## config.mk

```make
export PLATFORM = sky130hd
export DESIGN_NAME = tmcd_top
export DESIGN_NICKNAME = d
export VERILOG_FILES = /design/src/core/tmcd_pkg.sv /design/src/core/tmcd_top.sv
export SDC_FILE = /design/constraint.sdc
export NUM_CORES = 1
export LEC_CHECK = 0
export BUFFER_PORTS_ARGS = -buffer_cell sky130_fd_sc_hd__buf_2
export CORE_ASPECT_RATIO = 0.5
export CORE_UTILIZATION = 50
export DETAILED_ROUTE_END_ITERATION = 10
export GPL_TIMING_DRIVEN = 0
export PLACE_DENSITY = 0.85
export SETUP_SLACK_MARGIN = 0.02
export SLEW_MARGIN = 20
export SYNTH_ARGS = -nofsm -noshare
export SYNTH_HDL_FRONTEND = slang
export SYNTH_SLANG_ARGS = --single-unit
```

## constraint.sdc

```tcl
create_clock -name pclk -period 3 [get_ports pclk]
set_input_delay 0.3 -clock pclk [delete_from_list [all_inputs] [get_ports pclk]]
set_output_delay 0.3 -clock pclk [all_outputs]
set_load 0.005 [all_outputs]
```

## src/core/tmcd_pkg.sv

```systemverilog
// Constants, types and the register map of the test-mode command decoder
package tmcd_pkg;
	// ****************************************
	// Message type octets
	// ****************************************
	localparam logic [7:0] MT_ACT_CMD = 8'h0C;
	localparam logic [7:0] MT_ACT_ACK = 8'h0D;
	localparam logic [7:0] MT_DEACT = 8'h10;
	localparam logic [7:0] MT_TEST_IF = 8'h14;
	localparam logic [7:0] MT_PKT_CMD = 8'h24;
	// ****************************************
	// Field layouts
	// ****************************************
	localparam logic [2:0] DEV_NORMAL = 3'h0;
	localparam logic [2:0] DEV_DL_DECODER = 3'h1;
	localparam logic [2:0] DEV_UL_ENCODER = 3'h2;
	localparam logic [2:0] DEV_ACOUSTIC = 3'h4;
	localparam int DEV_SPARE_HI = 7;
	localparam int DEV_SPARE_LO = 3;
	localparam int PDU_LMODE_BIT = 7;
	localparam int PDU_COUNT_HI_MSB = 3;
	localparam int MODE_FLAG_BIT = 0;
	localparam int MODE_TS_MSB = 3;
	localparam int MODE_TS_LSB = 1;
	localparam logic [10:0] PDU_LEN_MIN = 11'h08C;
	localparam logic [10:0] PDU_LEN_MAX = 11'h618;
	localparam logic [8:0] PRBS_SEED = 9'h1FF;
	// ****************************************
	// Register map
	// ****************************************
	localparam logic [7:0] REG_CTRL = 8'h00;
	localparam logic [7:0] REG_PDU_LEN = 8'h04;
	localparam logic [7:0] REG_STATUS = 8'h08;
	localparam logic [7:0] REG_PDU_CFG = 8'h0C;
	localparam logic CTRL_EN_RESET = 1'b1;
	localparam logic [10:0] PDU_LEN_RESET = 11'h08C;
	// ****************************************
	// Types
	// ****************************************
	typedef enum logic [2:0] {ST_IDLE, ST_TESTDEV, ST_PDU_HI, ST_PDU_LO, ST_MODE} tmcd_state_t;
	typedef struct packed {
		logic [11:0] count;
		logic unlimited;
		logic loopback;
		logic [2:0] timeslot;
	} tmcd_pkt_cfg_t;
	localparam tmcd_pkt_cfg_t PKT_CFG_RESET = '0;
endpackage : tmcd_pkg

```

## src/core/tmcd_top.sv

```systemverilog
// Test-mode command decoder with test PDU source and APB registers
//
// Register access over APB and the placing of the registers are this design's own decisions.
`timescale 1ns/1ps
`default_nettype none
module tmcd_top
	import tmcd_pkg::*;
#(
	parameter bit GEN_SUPPORTED = 1'b1,
	parameter bit LOOP_SUPPORTED = 1'b1,
	parameter bit ZERO_UNLIMITED = 1'b1,
	parameter logic [10:0] MAX_PDU_LEN = PDU_LEN_MAX
)(
	input wire logic pclk,
	input wire logic presetn,
	input wire logic [7:0] paddr,
	input wire logic psel,
	input wire logic penable,
	input wire logic pwrite,
	input wire logic [31:0] pwdata,
	output logic [31:0] prdata,
	output logic pready,
	output logic pslverr,
	input wire logic rx_valid,
	input wire logic rx_first,
	input wire logic [7:0] rx_data,
	output logic tx_valid,
	output logic [7:0] tx_data,
	input wire logic tx_ready,
	output logic test_if_active,
	output logic [2:0] tested_device,
	output logic loopback_sel,
	output logic [2:0] timeslot_index,
	output logic pdu_valid,
	output logic [7:0] pdu_data,
	output logic pdu_last,
	input wire logic pdu_ready
);

	// ****************************************
	// APB registers
	// ****************************************
	logic ctrl_en;
	logic next_ctrl_en;
	logic [10:0] pdu_len;
	logic [10:0] next_pdu_len;
	logic [31:0] next_prdata;
	logic apb_hit;
	logic [10:0] eff_len;
	tmcd_state_t state;
	tmcd_state_t next_state;
	tmcd_pkt_cfg_t cfg;
	tmcd_pkt_cfg_t next_cfg;
	logic [7:0] pdu_hi;
	logic [7:0] next_pdu_hi;
	logic [7:0] pdu_lo;
	logic [7:0] next_pdu_lo;
	logic [7:0] ign_cnt;
	logic [7:0] next_ign_cnt;
	logic gen_run;
	logic [11:0] pdus_left;
	logic [10:0] octets_left;

	always_comb
	begin
		apb_hit = (paddr == REG_CTRL) || (paddr == REG_PDU_LEN) ||
			(paddr == REG_STATUS) || (paddr == REG_PDU_CFG);
		pready = 1'b1;
		pslverr = psel && penable && !apb_hit;
		next_ctrl_en = ctrl_en;
		next_pdu_len = pdu_len;
		next_prdata = prdata;
		if (psel && penable && pwrite && paddr == REG_CTRL)
			next_ctrl_en = pwdata[0];
		if (psel && penable && pwrite && paddr == REG_PDU_LEN)
			next_pdu_len = pwdata[10:0];
		// Read data is latched in setup so the access phase answers at once
		if (psel && !penable && !pwrite)
		begin
			unique case (paddr)
				REG_CTRL: next_prdata = {31'h0, ctrl_en};
				REG_PDU_LEN: next_prdata = {21'h0, pdu_len};
				REG_STATUS: next_prdata = {8'h0, ign_cnt, 6'h00, cfg.unlimited, gen_run,
					cfg.timeslot, cfg.loopback, tested_device, test_if_active};
				REG_PDU_CFG: next_prdata = {4'h0, pdus_left, 4'h0, cfg.count};
				default: next_prdata = 32'h0;
			endcase
		end
	end

	always_ff @(posedge pclk or negedge presetn)
	begin
		if (!presetn)
		begin
			ctrl_en <= CTRL_EN_RESET;
			pdu_len <= PDU_LEN_RESET;
			prdata <= 32'h0;
		end
		else
		begin
			ctrl_en <= next_ctrl_en;
			pdu_len <= next_pdu_len;
			prdata <= next_prdata;
		end
	end

	assign eff_len = (pdu_len < PDU_LEN_MIN) ? PDU_LEN_MIN :
		(pdu_len > MAX_PDU_LEN) ? MAX_PDU_LEN : pdu_len;

	// ****************************************
	// Message decoder
	// ****************************************
	logic ack_pend;
	logic next_ack_pend;
	logic next_active;
	logic [2:0] next_device;
	logic [7:0] next_tx_data;
	logic start;
	logic dev_legal;
	logic mode_ok;
	logic [11:0] rx_count;

	always_comb
	begin
		next_state = state;
		next_active = test_if_active;
		next_device = tested_device;
		next_cfg = cfg;
		next_pdu_hi = pdu_hi;
		next_pdu_lo = pdu_lo;
		next_ack_pend = ack_pend;
		next_tx_data = tx_data;
		next_ign_cnt = ign_cnt;
		start = 1'b0;
		dev_legal = (rx_data[2:0] == DEV_NORMAL) || (rx_data[2:0] == DEV_DL_DECODER) ||
			(rx_data[2:0] == DEV_UL_ENCODER) || (rx_data[2:0] == DEV_ACOUSTIC);
		rx_count = {pdu_hi[PDU_COUNT_HI_MSB:0], pdu_lo};
		// Zero count only when unlimited is built
		mode_ok = pdu_hi[PDU_LMODE_BIT] && (rx_count != 12'h000 || ZERO_UNLIMITED);
		if (tx_valid && tx_ready)
			next_ack_pend = 1'b0;
		// Interface support switched off by software
		if (!ctrl_en)
			next_state = ST_IDLE;
		else if (rx_valid && rx_first)
		begin
			next_state = ST_IDLE;
			case (rx_data)
				MT_ACT_CMD:
				begin
					next_active = 1'b1;
					next_ack_pend = 1'b1;
					next_tx_data = MT_ACT_ACK;
				end
				MT_DEACT:
				begin
					next_active = 1'b0;
					next_ack_pend = 1'b0;
				end
				MT_TEST_IF: next_state = ST_TESTDEV;
				MT_PKT_CMD: next_state = ST_PDU_HI;
				default: next_ign_cnt = 8'(ign_cnt + 8'h01);
			endcase
		end
		else if (rx_valid)
		begin
			unique case (state)
				ST_IDLE: next_state = ST_IDLE;
				ST_TESTDEV:
				begin
					next_state = ST_IDLE;
					if (dev_legal)
						next_device = rx_data[2:0];
					else
						next_ign_cnt = 8'(ign_cnt + 8'h01);
				end
				ST_PDU_HI:
				begin
					next_pdu_hi = rx_data;
					next_state = ST_PDU_LO;
				end
				ST_PDU_LO:
				begin
					next_pdu_lo = rx_data;
					next_state = ST_MODE;
				end
				ST_MODE:
				begin
					next_state = ST_IDLE;
					if (mode_ok)
					begin
						start = 1'b1;
						next_cfg.count = rx_count;
						next_cfg.unlimited = (rx_count == 12'h000);
						// Mode bit only when both sources exist
						next_cfg.loopback = (GEN_SUPPORTED && LOOP_SUPPORTED) ?
							rx_data[MODE_FLAG_BIT] : !GEN_SUPPORTED;
						next_cfg.timeslot = rx_data[MODE_TS_MSB:MODE_TS_LSB];
					end
					else
						next_ign_cnt = 8'(ign_cnt + 8'h01);
				end
			endcase
		end
	end

	always_ff @(posedge pclk or negedge presetn)
	begin
		if (!presetn)
		begin
			state <= ST_IDLE;
			test_if_active <= 1'b0;
			tested_device <= DEV_NORMAL;
			cfg <= PKT_CFG_RESET;
			pdu_hi <= 8'h00;
			pdu_lo <= 8'h00;
			ack_pend <= 1'b0;
			tx_data <= 8'h00;
			ign_cnt <= 8'h00;
		end
		else
		begin
			state <= next_state;
			test_if_active <= next_active;
			tested_device <= next_device;
			cfg <= next_cfg;
			pdu_hi <= next_pdu_hi;
			pdu_lo <= next_pdu_lo;
			ack_pend <= next_ack_pend;
			tx_data <= next_tx_data;
			ign_cnt <= next_ign_cnt;
		end
	end

	// No answer while a message is still arriving
	assign tx_valid = ack_pend && state == ST_IDLE;
	assign loopback_sel = cfg.loopback;
	assign timeslot_index = cfg.timeslot;

	// ****************************************
	// Test PDU source
	// ****************************************
	logic next_gen_run;
	logic [11:0] next_pdus_left;
	logic [10:0] next_octets_left;
	logic [8:0] prbs;
	logic [8:0] next_prbs;

	function automatic logic [8:0] tmcd_prbs_step8(input logic [8:0] s);
		logic [8:0] r;
		r = s;
		for (int i = 0; i < 8; i++)
			r = {r[7:0], r[8] ^ r[4]};
		return r;
	endfunction : tmcd_prbs_step8

	always_comb
	begin
		next_gen_run = gen_run;
		next_pdus_left = pdus_left;
		next_octets_left = octets_left;
		next_prbs = prbs;
		if (start)
		begin
			next_gen_run = !next_cfg.loopback;
			next_pdus_left = next_cfg.count;
			next_octets_left = 11'(eff_len - 11'h001);
			// Each command restarts the sequence from its seed
			next_prbs = PRBS_SEED;
		end
		else if (pdu_valid && pdu_ready)
		begin
			next_prbs = tmcd_prbs_step8(prbs);
			if (octets_left == 11'h000)
			begin
				next_octets_left = 11'(eff_len - 11'h001);
				if (!cfg.unlimited)
				begin
					next_pdus_left = 12'(pdus_left - 12'h001);
					if (pdus_left == 12'h001)
						next_gen_run = 1'b0;
				end
			end
			else
				next_octets_left = 11'(octets_left - 11'h001);
		end
		// Disable stops the source, a taken octet still advances
		if (!ctrl_en)
			next_gen_run = 1'b0;
	end

	always_ff @(posedge pclk or negedge presetn)
	begin
		if (!presetn)
		begin
			gen_run <= 1'b0;
			pdus_left <= 12'h000;
			octets_left <= 11'h000;
			prbs <= PRBS_SEED;
		end
		else
		begin
			gen_run <= next_gen_run;
			pdus_left <= next_pdus_left;
			octets_left <= next_octets_left;
			prbs <= next_prbs;
		end
	end

	assign pdu_valid = gen_run;
	assign pdu_last = gen_run && octets_left == 11'h000;
	assign pdu_data = prbs[7:0];
endmodule : tmcd_top
`default_nettype wire

```

==> impl_metrics.tcl, run 1 <==
set metrics [dict create \
    rows 28 \
    maxCapViolCount 0 \
    synth_flop_cell "dfrtp_1" \
    synth-seq-cells 116 \
    grt_max_degree 70 \
    finalHoldViolCount 0 \
    clkPwrFrac_pct 43.7 \
    drt-total-wl_um 16430 \
    firstDrtPassIters 6 \
    cts_sinks 116 \
    drt.antenna.violating_nets 0 \
    holdWs_ns 0.1126 \
    power.internal_uw 3528 \
    clk_pin_slew_ns 0.06 \
    finalClockSkew_ns 0.006884 \
    die_area_um2 12710 \
    h-tree-depth 4 \
    die_y_um 80.21 \
    synth_edf_count 0 \
    overflow 0 \
    most-common-layout-cells "nand2_1 (118), dfrtp_1 (103), buf_2 (86)" \
    crit_fanout 10 \
    power_density_nw_per_um2 656.6 \
    cts_resized 0 \
    clockBufferDepth 2 \
    syn_area_per_cell_um2 9.603 \
    chipWidth_um 158.4 \
    insertion_delay_ns 0.42 \
    tightestPinTransition_ns 0.7009 \
    max-slew-margin-rel_pct 53.18 \
    antenna_found_initial 0 \
    drv_slew 0 \
    dp_hpwl_um 11260 \
    ios 118 \
    period_share_pct 92.79 \
    cp.required_ns 3.31 \
    hp-class "input port to flip-flop" \
    grt_usage_pct 27.20 \
    async_reset_ff_share_pct 100.0 \
    final_common_cell "nand2_1" \
    portBuffers 79 \
    cp-start-kind "flip-flop" \
    leakage_uw 0.003591 \
    wl_per_cell_um 17.77 \
    comb_power_share_pct 14.9 \
    vias 5397 \
    core_um2 11880 \
    fmax_mhz 359.2 \
    fin_setup_tns_ns 0 \
    initial_core_util_pct 51.51 \
    antenna_cells 0 \
    seqPwrFrac_pct 41.4 \
    nFillCells 925 \
    gp_congestion 0.9224 \
    ir_worst_vdd_uv 391.2 \
    drc 0 \
    drive_gt1_share_pct 27.89 \
    synthToLayoutAreaGrowth_pct 21.21 \
    rsz0062_at_grt "false" \
    cp.arrival_ns 3.09 \
    crit_type "flip-flop to flip-flop" \
    grt_pass1_vias 5195 \
    power_uw 4868 \
    via_per_inst 5.835 \
    netlist_instances 637 \
    grt_pass1_wl_um 25670 \
    cts_tree "built" \
    clockRootBuffer "clkbuf_16" \
    critPathCaptureType "flip-flop" \
    fin_crit_ns 2.784 \
    drtIter0Drc 512 \
    final_nets 809 \
    yosysSeqAreaShare_pct 47.72 \
    switching_power_uw 1340 \
    switching_share_pct 27.52 \
    synth.distinct_cells 74 \
    setup_violations 0 \
    cts_inserted_buffers 17 \
    synth_warnings 0 \
    netlist_area_um2 6117 \
    outcome "complete, no violations" \
]
## worst max-delay path, stage by stage, from the launching register on
cell      delay (ns)
dfstp_2         0.53
clkbuf_1        0.35
nand4_1         0.14
o22a_1          0.23
and2_1          0.16
clkbuf_1        0.16
nand2_1         0.10
ha_1            0.23
nand2b_1        0.09
a21oi_1         0.18
xnor2_1         0.16
o21ai_0         0.13
a22o_1          0.22
## stage by stage
stage | worst slack, ns | std cells | area, µm² | utilization, %
after floorplan | 0.6390 | 649 | 6162 | -
after global placement | 0.3053 | 893 | 6764 | 56.95
after detailed placement | 0.2994 | 894 | 6798 | 57.24
after CTS | 0.2028 | 927 | 7422 | 62.49
after global routing | 0.05937 | 925 | 7415 | 62.43
final | 0.2163 | 925 | 7415 | 62.43
## synthesized netlist by cell type, types with 10 or more instances
| cell | count | area share, % |
|---|---|---|
| xnor2_1 | 11 | 1.6 |
| nand2_1 | 118 | 7.2 |
| xor2_1 | 19 | 2.7 |
| o21ai_0 | 35 | 2.9 |
| clkbuf_1 | 23 | 1.4 |
| buf_4 | 27 | 3.3 |
| dfstp_2 | 13 | 5.6 |
| nand4_1 | 11 | 1.1 |
| dfrtp_1 | 103 | 42 |
| inv_1 | 14 | 0.86 |
| a221oi_1 | 10 | 1.4 |
| nand3_1 | 22 | 1.8 |
| a21oi_1 | 17 | 1.4 |
| mux2_2 | 30 | 5.5 |
| a22oi_1 | 10 | 1.2 |
| nor3_1 | 14 | 1.1 |
| nor2_1 | 38 | 2.3 |
## cell families after synthesis
family	share of synthesized area, %
compound gates	12.97
xor+xnor	4.295
fa+ha+maj	1.186
buf+inv	6.300
flops	47.72
mux	6.054
other cells	0.1228
simple gates	21.35
## path summary, 6_finish.rpt
path                                   startpoint                          to  slack, ns  cells after the start
hold reg to reg            prdata[27]$_DFFE_PN0P_      prdata[27]$_DFFE_PN0P_       0.47                      2
max in group asynchronous                 presetn         ctrl_en$_DFFE_PN1P_       1.90                      3
setup reg to reg           pdu_len[3]$_DFFE_PN1P_  octets_left[4]$_DFFE_PN0P_       0.22                     12
min in group asynchronous                 presetn  octets_left[6]$_DFFE_PN0P_       0.38                      2
setup / recovery           pdu_len[3]$_DFFE_PN1P_  octets_left[4]$_DFFE_PN0P_       0.22                     12
hold / removal                          pwdata[8]      pdu_len[8]$_DFFE_PN0P_       0.11                      2
## power groups by stage
| stage | sequential, µW | clock, µW | combinational [µW] |
|---|---|---|---|
| final | 2020 | 2130 | 726 |
| after global routing | 2040 | 2210 | 811 |
| after CTS | 2010 | 2130 | 730 |
| after detailed placement | 2030 | 0 | 714 |
| after global placement | 2020 | 0 | 675 |
| after floorplan | 1970 | 0 | 506 |
## state kept, by name, indices dropped and copies added, names as in the netlist
signal,count
ack_pend,1
cfg,13
ctrl_en,1
ign_cnt,8
loopback_sel,1
octets_left,11
pdu_hi,5
pdu_len,11
pdu_lo,8
pdu_valid,1
pdus_left,12
prbs,9
prdata,24
state,3
test_if_active,1
tested_device,3
timeslot_index,3
tx_data,1
## metal layers
| layer | vias to the layer above | routed length [µm] | GRT usage (%) |
|---|---|---|---|
| met4 | 0 | 633 | 13.94 |
| li1 | 2444 | - | - |
| met5 | - | 0 | 0 |
| met2 | 268 | 7635 | 43.20 |
| met3 | 68 | 1293 | 7.663 |
| met1 | 2617 | 6871 | 34.09 |
## area by class of cell
type / instances / area [µm²] / area share (%)
Timing Repair Buffer: 81 / 439.2 / 5.923
Clock inverter: 14 / 185.2 / 2.497
Inverter: 14 / 52.55 / 0.7087
Multi-Input combinational cell: 460 / 2858 / 38.54
Clock buffer: 18 / 429.2 / 5.788
Buffer: 57 / 325.3 / 4.387
Sequential cell: 116 / 2919 / 39.37
Tap cell: 165 / 206.4 / 2.784
## what timing repair did
| item | in CTS | in global routing |
|---|---|---|
| hold buffers | 1 | 0 |
| setup buffers | 0 | 0 |
| endpoints found under the setup margin | 0 | 3 |
| hold endpoints to repair | 38 | 0 |
No activity file was read; power rests on OpenSTA's default activity.
==> run 2: changes to the inputs <==
--- a/config.mk
+++ b/config.mk
@@ -10,7 +10,7 @@
 export CORE_UTILIZATION = 50
 export DETAILED_ROUTE_END_ITERATION = 10
 export GPL_TIMING_DRIVEN = 0
-export PLACE_DENSITY = 0.85
+export PLACE_DENSITY_LB_ADDON = 0.1
 export SETUP_SLACK_MARGIN = 0.02
 export SLEW_MARGIN = 20
 export SYNTH_ARGS = -nofsm -noshare
==> run 2 against run 1 <==
- worst setup slack improved by 0.090 ns
- clock skew rose by 0.0043 ns
- sequential power about the same
- utilization unchanged
- clock power barely moved
- critical path depth is the same
- final cell count unchanged
- maximum frequency rose by 3.3%
- non-clock buffer count stayed put
- die area did not move
- sequential share of layout area did not move
- first-iteration DRC count decreased by 40%
==> impl_metrics.tcl, run 2 (synthesis gave the netlist of run 1 again) <==
set metrics [dict create \
    setup_slack_ns 0.3062 \
    max-slew-margin-rel_pct 49.39 \
    power_density_nw_per_um2 654.2 \
    die_area_um2 12710 \
    grt_max_degree 76 \
    largest_reg_flops 24 \
    leakage_uw 0.003591 \
    period_share_pct 89.79 \
    clockBufferDepth 2 \
    post-cts-setup-buffer-count 0 \
    insertion_delay_ns 0.41 \
    cts_inserted_buffers 17 \
    core_um2 11880 \
    holdWs_ns 0.1219 \
    antenna_found_initial 0 \
    final_nets 809 \
    synthToLayoutAreaGrowth_pct 21.21 \
    via_per_inst 5.529 \
    critPathCaptureType "flip-flop" \
    most-common-layout-cells "nand2_1 (118), dfrtp_1 (103), buf_2 (86)" \
    drv_slew 0 \
    ir_worst_vdd_uv 420.4 \
    rows 28 \
    drt.antenna.violating_nets 0 \
    multi_input_comb_area_um2 2863 \
    cts_sinks 116 \
    fin_setup_tns_ns 0 \
    tightestPinTransition_ns 0.7575 \
    drive_gt1_share_pct 27.89 \
    fmax_mhz 371.2 \
    cts_tree "built" \
    initial_core_util_pct 51.51 \
    ff_latch_area_um2 2919 \
    drt-total-wl_um 15390 \
    dp_hpwl_um 11020 \
    chipWidth_um 158.4 \
    dp_slack_ns 0.2304 \
    finalClockSkew_ns 0.01121 \
    crit_fanout 9 \
    grt_pass1_vias 4656 \
    portBuffers 79 \
    ios 118 \
    vias 5114 \
    rrSetupSlack_ns 0.31 \
    cp.arrival_ns 2.99 \
    wl_per_cell_um 16.64 \
    fin_util_pct 62.43 \
    h-tree-depth 4 \
    clockRootBuffer "clkbuf_16" \
    top_register "prdata" \
    antenna_cells 0 \
    drtIter0Drc 307 \
    fin_cells 925 \
    cp.required_ns 3.30 \
    firstDrtPassIters 5 \
    finalHoldViolCount 0 \
    final_common_cell "nand2_1" \
    clk_pin_slew_ns 0.06 \
    top_regs "prdata (24), cfg (13), pdus_left (12)" \
    rsz0062_at_grt "false" \
    place_inst 894 \
    grt_usage_pct 25.91 \
    fin_crit_ns 2.694 \
    overflow 0 \
    setup_violations 0 \
    nFillCells 996 \
    grt_pass1_wl_um 24510 \
    crit_type "flip-flop to flip-flop" \
    maxCapViolCount 0 \
    cp-start-kind "flip-flop" \
    die_y_um 80.21 \
    gp_congestion 0.8871 \
    hp-class "input port to flip-flop" \
    drc 0 \
    outcome "complete, no violations" \
]
==> run 2: cell types whose count changed in the layout (fill, tap and decap cells not counted) <==
| cell | before | now |
|---|---|---|
| clkinvlp_4 | 3 | 0 |
| clkinv_4 | 1 | 4 |
| clkinv_2 | 5 | 3 |
| buf_12 | 0 | 1 |
| clkinv_1 | 0 | 1 |
| o31ai_1 | 4 | 3 |
| o31ai_2 | 0 | 1 |
| buf_16 | 1 | 0 |
| clkbuf_2 | 0 | 1 |
==> run 2: critical path: stages, from the launching register on <==
cell	delay [ns]
dfrtp_1	0.37
buf_2	0.19
nor4_2	0.42
o22a_1	0.21
and2_1	0.12
clkbuf_1	0.24
nand2_1	0.10
ha_1	0.27
nand2b_1	0.10
a21oi_1	0.06
xnor2_1	0.15
o21ai_0	0.14
a22o_1	0.23
==> run 2: layout make-up <==
| cell class | count | area share, % |
|---|---|---|
| Buffer | 57 | 4.404 |
| Clock buffer | 19 | 5.839 |
| Clock inverter | 13 | 2.464 |
| Inverter | 14 | 0.7087 |
| Multi-Input combinational cell | 460 | 38.61 |
| Sequential cell | 116 | 39.37 |
| Tap cell | 165 | 2.784 |
| Timing Repair Buffer | 81 | 5.822 |
==> run 2: routing by layer <==
layer  up-vias  global-route usage (%)  wire [µm]
met5         -                       0          0
met1      2484                   38.23       7503
met2       153                   38.11       6781
li1       2448                       -          -
met3        29                   4.533        904
met4         0                   8.942        199
==> run 2: timing repair <==
| item | CTS | global route |
|---|---|---|
| hold buffers | 1 | 0 |
| gates resized for setup | 0 | 3 |
| hold endpoints to repair | 63 | 0 |
| endpoints found under the setup margin | 0 | 1 |
==> run 2: power by group <==
| group | switching (µW) | internal [µW] | leakage, µW |
|---|---|---|---|
| combinational | 339 | 361 | 0.00179 |
| sequential | 233 | 1780 | 0.00150 |
| clock | 745 | 1390 | 0.000303 |
==> run 2: path summary, 6_finish.rpt <==
kind                                              endpoint  cells past startpoint              startpoint
worst max-delay path            octets_left[4]$_DFFE_PN0P_                     12  pdu_len[6]$_DFFE_PN0P_
worst min-delay path               pdu_len[10]$_DFFE_PN0P_                      2              pwdata[10]
worst max register to register  octets_left[4]$_DFFE_PN0P_                     12  pdu_len[6]$_DFFE_PN0P_
worst min register to register      prdata[27]$_DFFE_PN0P_                      2  prdata[27]$_DFFE_PN0P_
max in group asynchronous              ctrl_en$_DFFE_PN1P_                      3                 presetn
min in group asynchronous       octets_left[4]$_DFFE_PN0P_                      2                 presetn
==> run 2: metrics by stage <==
step           power, µW  instance area (µm²)
2_1_floorplan       2473                 6162
3_3_place_gp        2708                 6764
3_5_place_dp        2737                 6790
4_1_cts             4867                 7416
5_1_grt             5068                 7415
6_report            4850                 7415
==> run 3: changes to the inputs <==
--- a/config.mk
+++ b/config.mk
@@ -8,9 +8,10 @@
 export BUFFER_PORTS_ARGS = -buffer_cell sky130_fd_sc_hd__buf_2
 export CORE_ASPECT_RATIO = 0.5
 export CORE_UTILIZATION = 50
+export CTS_BUF_LIST = sky130_fd_sc_hd__clkbuf_16
 export DETAILED_ROUTE_END_ITERATION = 10
 export GPL_TIMING_DRIVEN = 0
-export PLACE_DENSITY_LB_ADDON = 0.1
+export PLACE_DENSITY = 0.69
 export SETUP_SLACK_MARGIN = 0.02
 export SLEW_MARGIN = 20
 export SYNTH_ARGS = -nofsm -noshare
==> constraint.sdc (replaced) <==
create_clock -name pclk -period 3 [get_ports pclk]
set_input_delay 0.6 -clock pclk [delete_from_list [all_inputs] [get_ports pclk]]
set_output_delay 0.6 -clock pclk [all_outputs]
set_load 0.005 [all_outputs]
==> run 3 against run 2 <==
- non-clock buffer count fell by 1
- sequential power barely moved
- register-to-register slack improved by 0.02 ns
- final cell count fell by 0.11%
- wire length rose by 0.65%
- via count rose by 0.18%
- clock-buffer cell count fell by 2
- flip-flop and latch count did not move
- die area did not move
- first-iteration DRC count rose by 23%
- final area rose by 0.51%
- combinational power rose by 0.7%
==> impl_metrics.tcl, run 3 (synthesis gave the netlist of run 1 again) <==
set metrics [dict create \
    outcome "complete, no violations" \
    gp_congestion 0.9224 \
    dp_hpwl_um 11110 \
    setup.worst_path.start "pdu_len[3]$_DFFE_PN1P_" \
    grt_usage_pct 26.02 \
    insertion_delay_ns 0.41 \
    ir_worst_vdd_uv 351.1 \
    grt_max_degree 76 \
    drt.antenna.violating_nets 0 \
    chipWidth_um 158.4 \
    drtIter0Drc 377 \
    power.internal_uw 3623 \
    clockRootBuffer "clkbuf_16" \
    hp-class "input port to async pin" \
    r2r-end "octets_left[4]$_DFFE_PN0P_" \
    finalClockSkew_ns 0.008573 \
    antenna_cells 0 \
    portBuffers 79 \
    critPathCaptureType "flip-flop" \
    drt-total-wl_um 15490 \
    crit_fanout 10 \
    crit_chain "clkbuf_1 > nand4_1 > o22a_1 > and2_1 > clkbuf_1 > nand2_1 > ha_1 > nand2b_1 > a21oi_1 > xnor2_1 > o21ai_0 > a22o_1" \
    final_common_cell "nand2_1" \
    maxCapViolCount 0 \
    die_area_um2 12710 \
    drc 0 \
    critPathCapture "octets_left[4]$_DFFE_PN0P_" \
    clockBufferDepth 2 \
    max-slew-margin-rel_pct 55.30 \
    vias 5123 \
    slowest_stage "dfstp_2" \
    switching_share_pct 27.18 \
    period_share_pct 89.12 \
    fin_cells 924 \
    rows 28 \
    grt_pass1_vias 4810 \
    switching_power_uw 1352 \
    r2r_start "pdu_len[3]$_DFFE_PN1P_" \
    ff2ff_path_depth 12 \
    drive_gt1_share_pct 28.19 \
    final_nets 808 \
    cts_inserted_buffers 17 \
    top_regs "prdata (24), cfg (13), pdus_left (12)" \
    largest_reg_flops 24 \
    cp.required_ns 3.30 \
    cts_sinks 116 \
    clk_pin_slew_ns 0.06 \
    overflow 0 \
    h-tree-depth 4 \
    place_inst 894 \
    rrSetupSlack_ns 0.33 \
    initial_core_util_pct 51.51 \
    fmax_mhz 374.0 \
    cp_slowest_stage_delay_ns 0.52 \
    crit_top_cell "clkbuf_1" \
    firstDrtPassIters 5 \
    finalInstanceArea_um2 7452 \
    fin_setup_tns_ns 0 \
    most-common-layout-cells "nand2_1 (118), dfrtp_1 (103), buf_2 (86)" \
    clkPwrFrac_pct 45.3 \
    rsz0062_at_grt "false" \
    drv_slew 0 \
    power_uw 4975 \
    top_register "prdata" \
    cp-start-kind "flip-flop" \
    antenna_found_initial 0 \
    synthToLayoutAreaGrowth_pct 21.82 \
    die_y_um 80.21 \
    comb_power_share_pct 14.2 \
    setup_violations 0 \
    core_um2 11880 \
    cp.arrival_ns 2.97 \
    cts_tree "built" \
    via_per_inst 5.544 \
    tightestPinTransition_ns 0.6690 \
    place_area_um2 6798 \
    finalHoldViolCount 0 \
    ios 118 \
    crit_type "flip-flop to flip-flop" \
    fin_crit_ns 2.674 \
    wl_per_cell_um 16.76 \
    leakage_uw 0.003586 \
    power_density_nw_per_um2 667.7 \
    grt_pass1_wl_um 24750 \
    seqPwrFrac_pct 40.5 \
]
[run 3: cell count changes in the layout (fill, tap and decap cells not counted), sizes merged]
cell,before,now
bufinv,4,5
clkbuf,40,38
clkinv,8,4
clkinvlp,0,5
dlygate4sd3,1,0
[run 3: worst min-delay path by stage]
stage | start | end | cells past startpoint
6_report | presetn | octets_left[1]$_DFFE_PN0P_ | 1
5_1_grt | presetn | octets_left[1]$_DFFE_PN0P_ | 1
4_1_cts | presetn | octets_left[1]$_DFFE_PN0P_ | 1
3_5_place_dp | prdata[26]$_DFFE_PN0P_ | prdata[26]$_DFFE_PN0P_ | 2
3_3_place_gp | prdata[27]$_DFFE_PN0P_ | prdata[27]$_DFFE_PN0P_ | 2
2_1_floorplan | presetn | ack_pend$_DFF_PN0_ | 0
[run 3: area by class of cell]
type	instances	area [µm²]
fillers	1001	4424
inverters	14	52.55
multi-input cells	460	2863
clock inverters	15	231.5
flip-flops and latches	116	2919
plain buffers	57	325.3
clock buffers	17	425.4
well taps	165	206.4
repair buffers	80	429.2
[run 3: critical path, delay by kind of cell, from the launching register on]
family,cells,cell delay (ns)
adders and majority gates,1,0.23
xor gates and xnor gates,1,0.13
buffers and inverters,2,0.49
and+or+nand+nor,4,0.48
DFF,1,0.52
AOI/OAI and AO/OA,4,0.71
[run 3: layer usage]
metal  global-route usage, %  vias up  share of wire, %
met2                   39.96      176                45
met4                   8.365        0               1.4
met5                       0        -                 0
met1                   36.88     2484                47
li1                        -     2441                 -
met3                   5.235       22               6.3
[run 3: what timing repair did]
action | 4_1_cts | 5_1_grt
setup buffers | 0 | 0
gates resized for setup | 0 | 1
endpoints found under the setup margin | 0 | 3
hold endpoints to repair | 0 | 0
hold buffers | 0 | 0
[run 3: through the flow]
stage | setup slack [ns] | utilization [%] | hold WS (ns)
floorplan | 0.6390 | - | 0.3044
global placement | -0.1023 | 56.95 | 0.4476
detailed placement | 0.2248 | 57.24 | 0.4544
CTS | 0.2046 | 62.77 | 0.1124
global route | 0.04689 | 62.75 | 0.1301
finish | 0.3263 | 62.75 | 0.09770
[run 3: power by group through the flow]
stage	sequential, µW	combinational, µW	clock (µW)
4_1_cts	2010	711	2270
3_3_place_gp	2020	681	0
5_1_grt	2040	804	2340
2_1_floorplan	1970	506	0
6_report	2020	705	2250
3_5_place_dp	2030	705	0
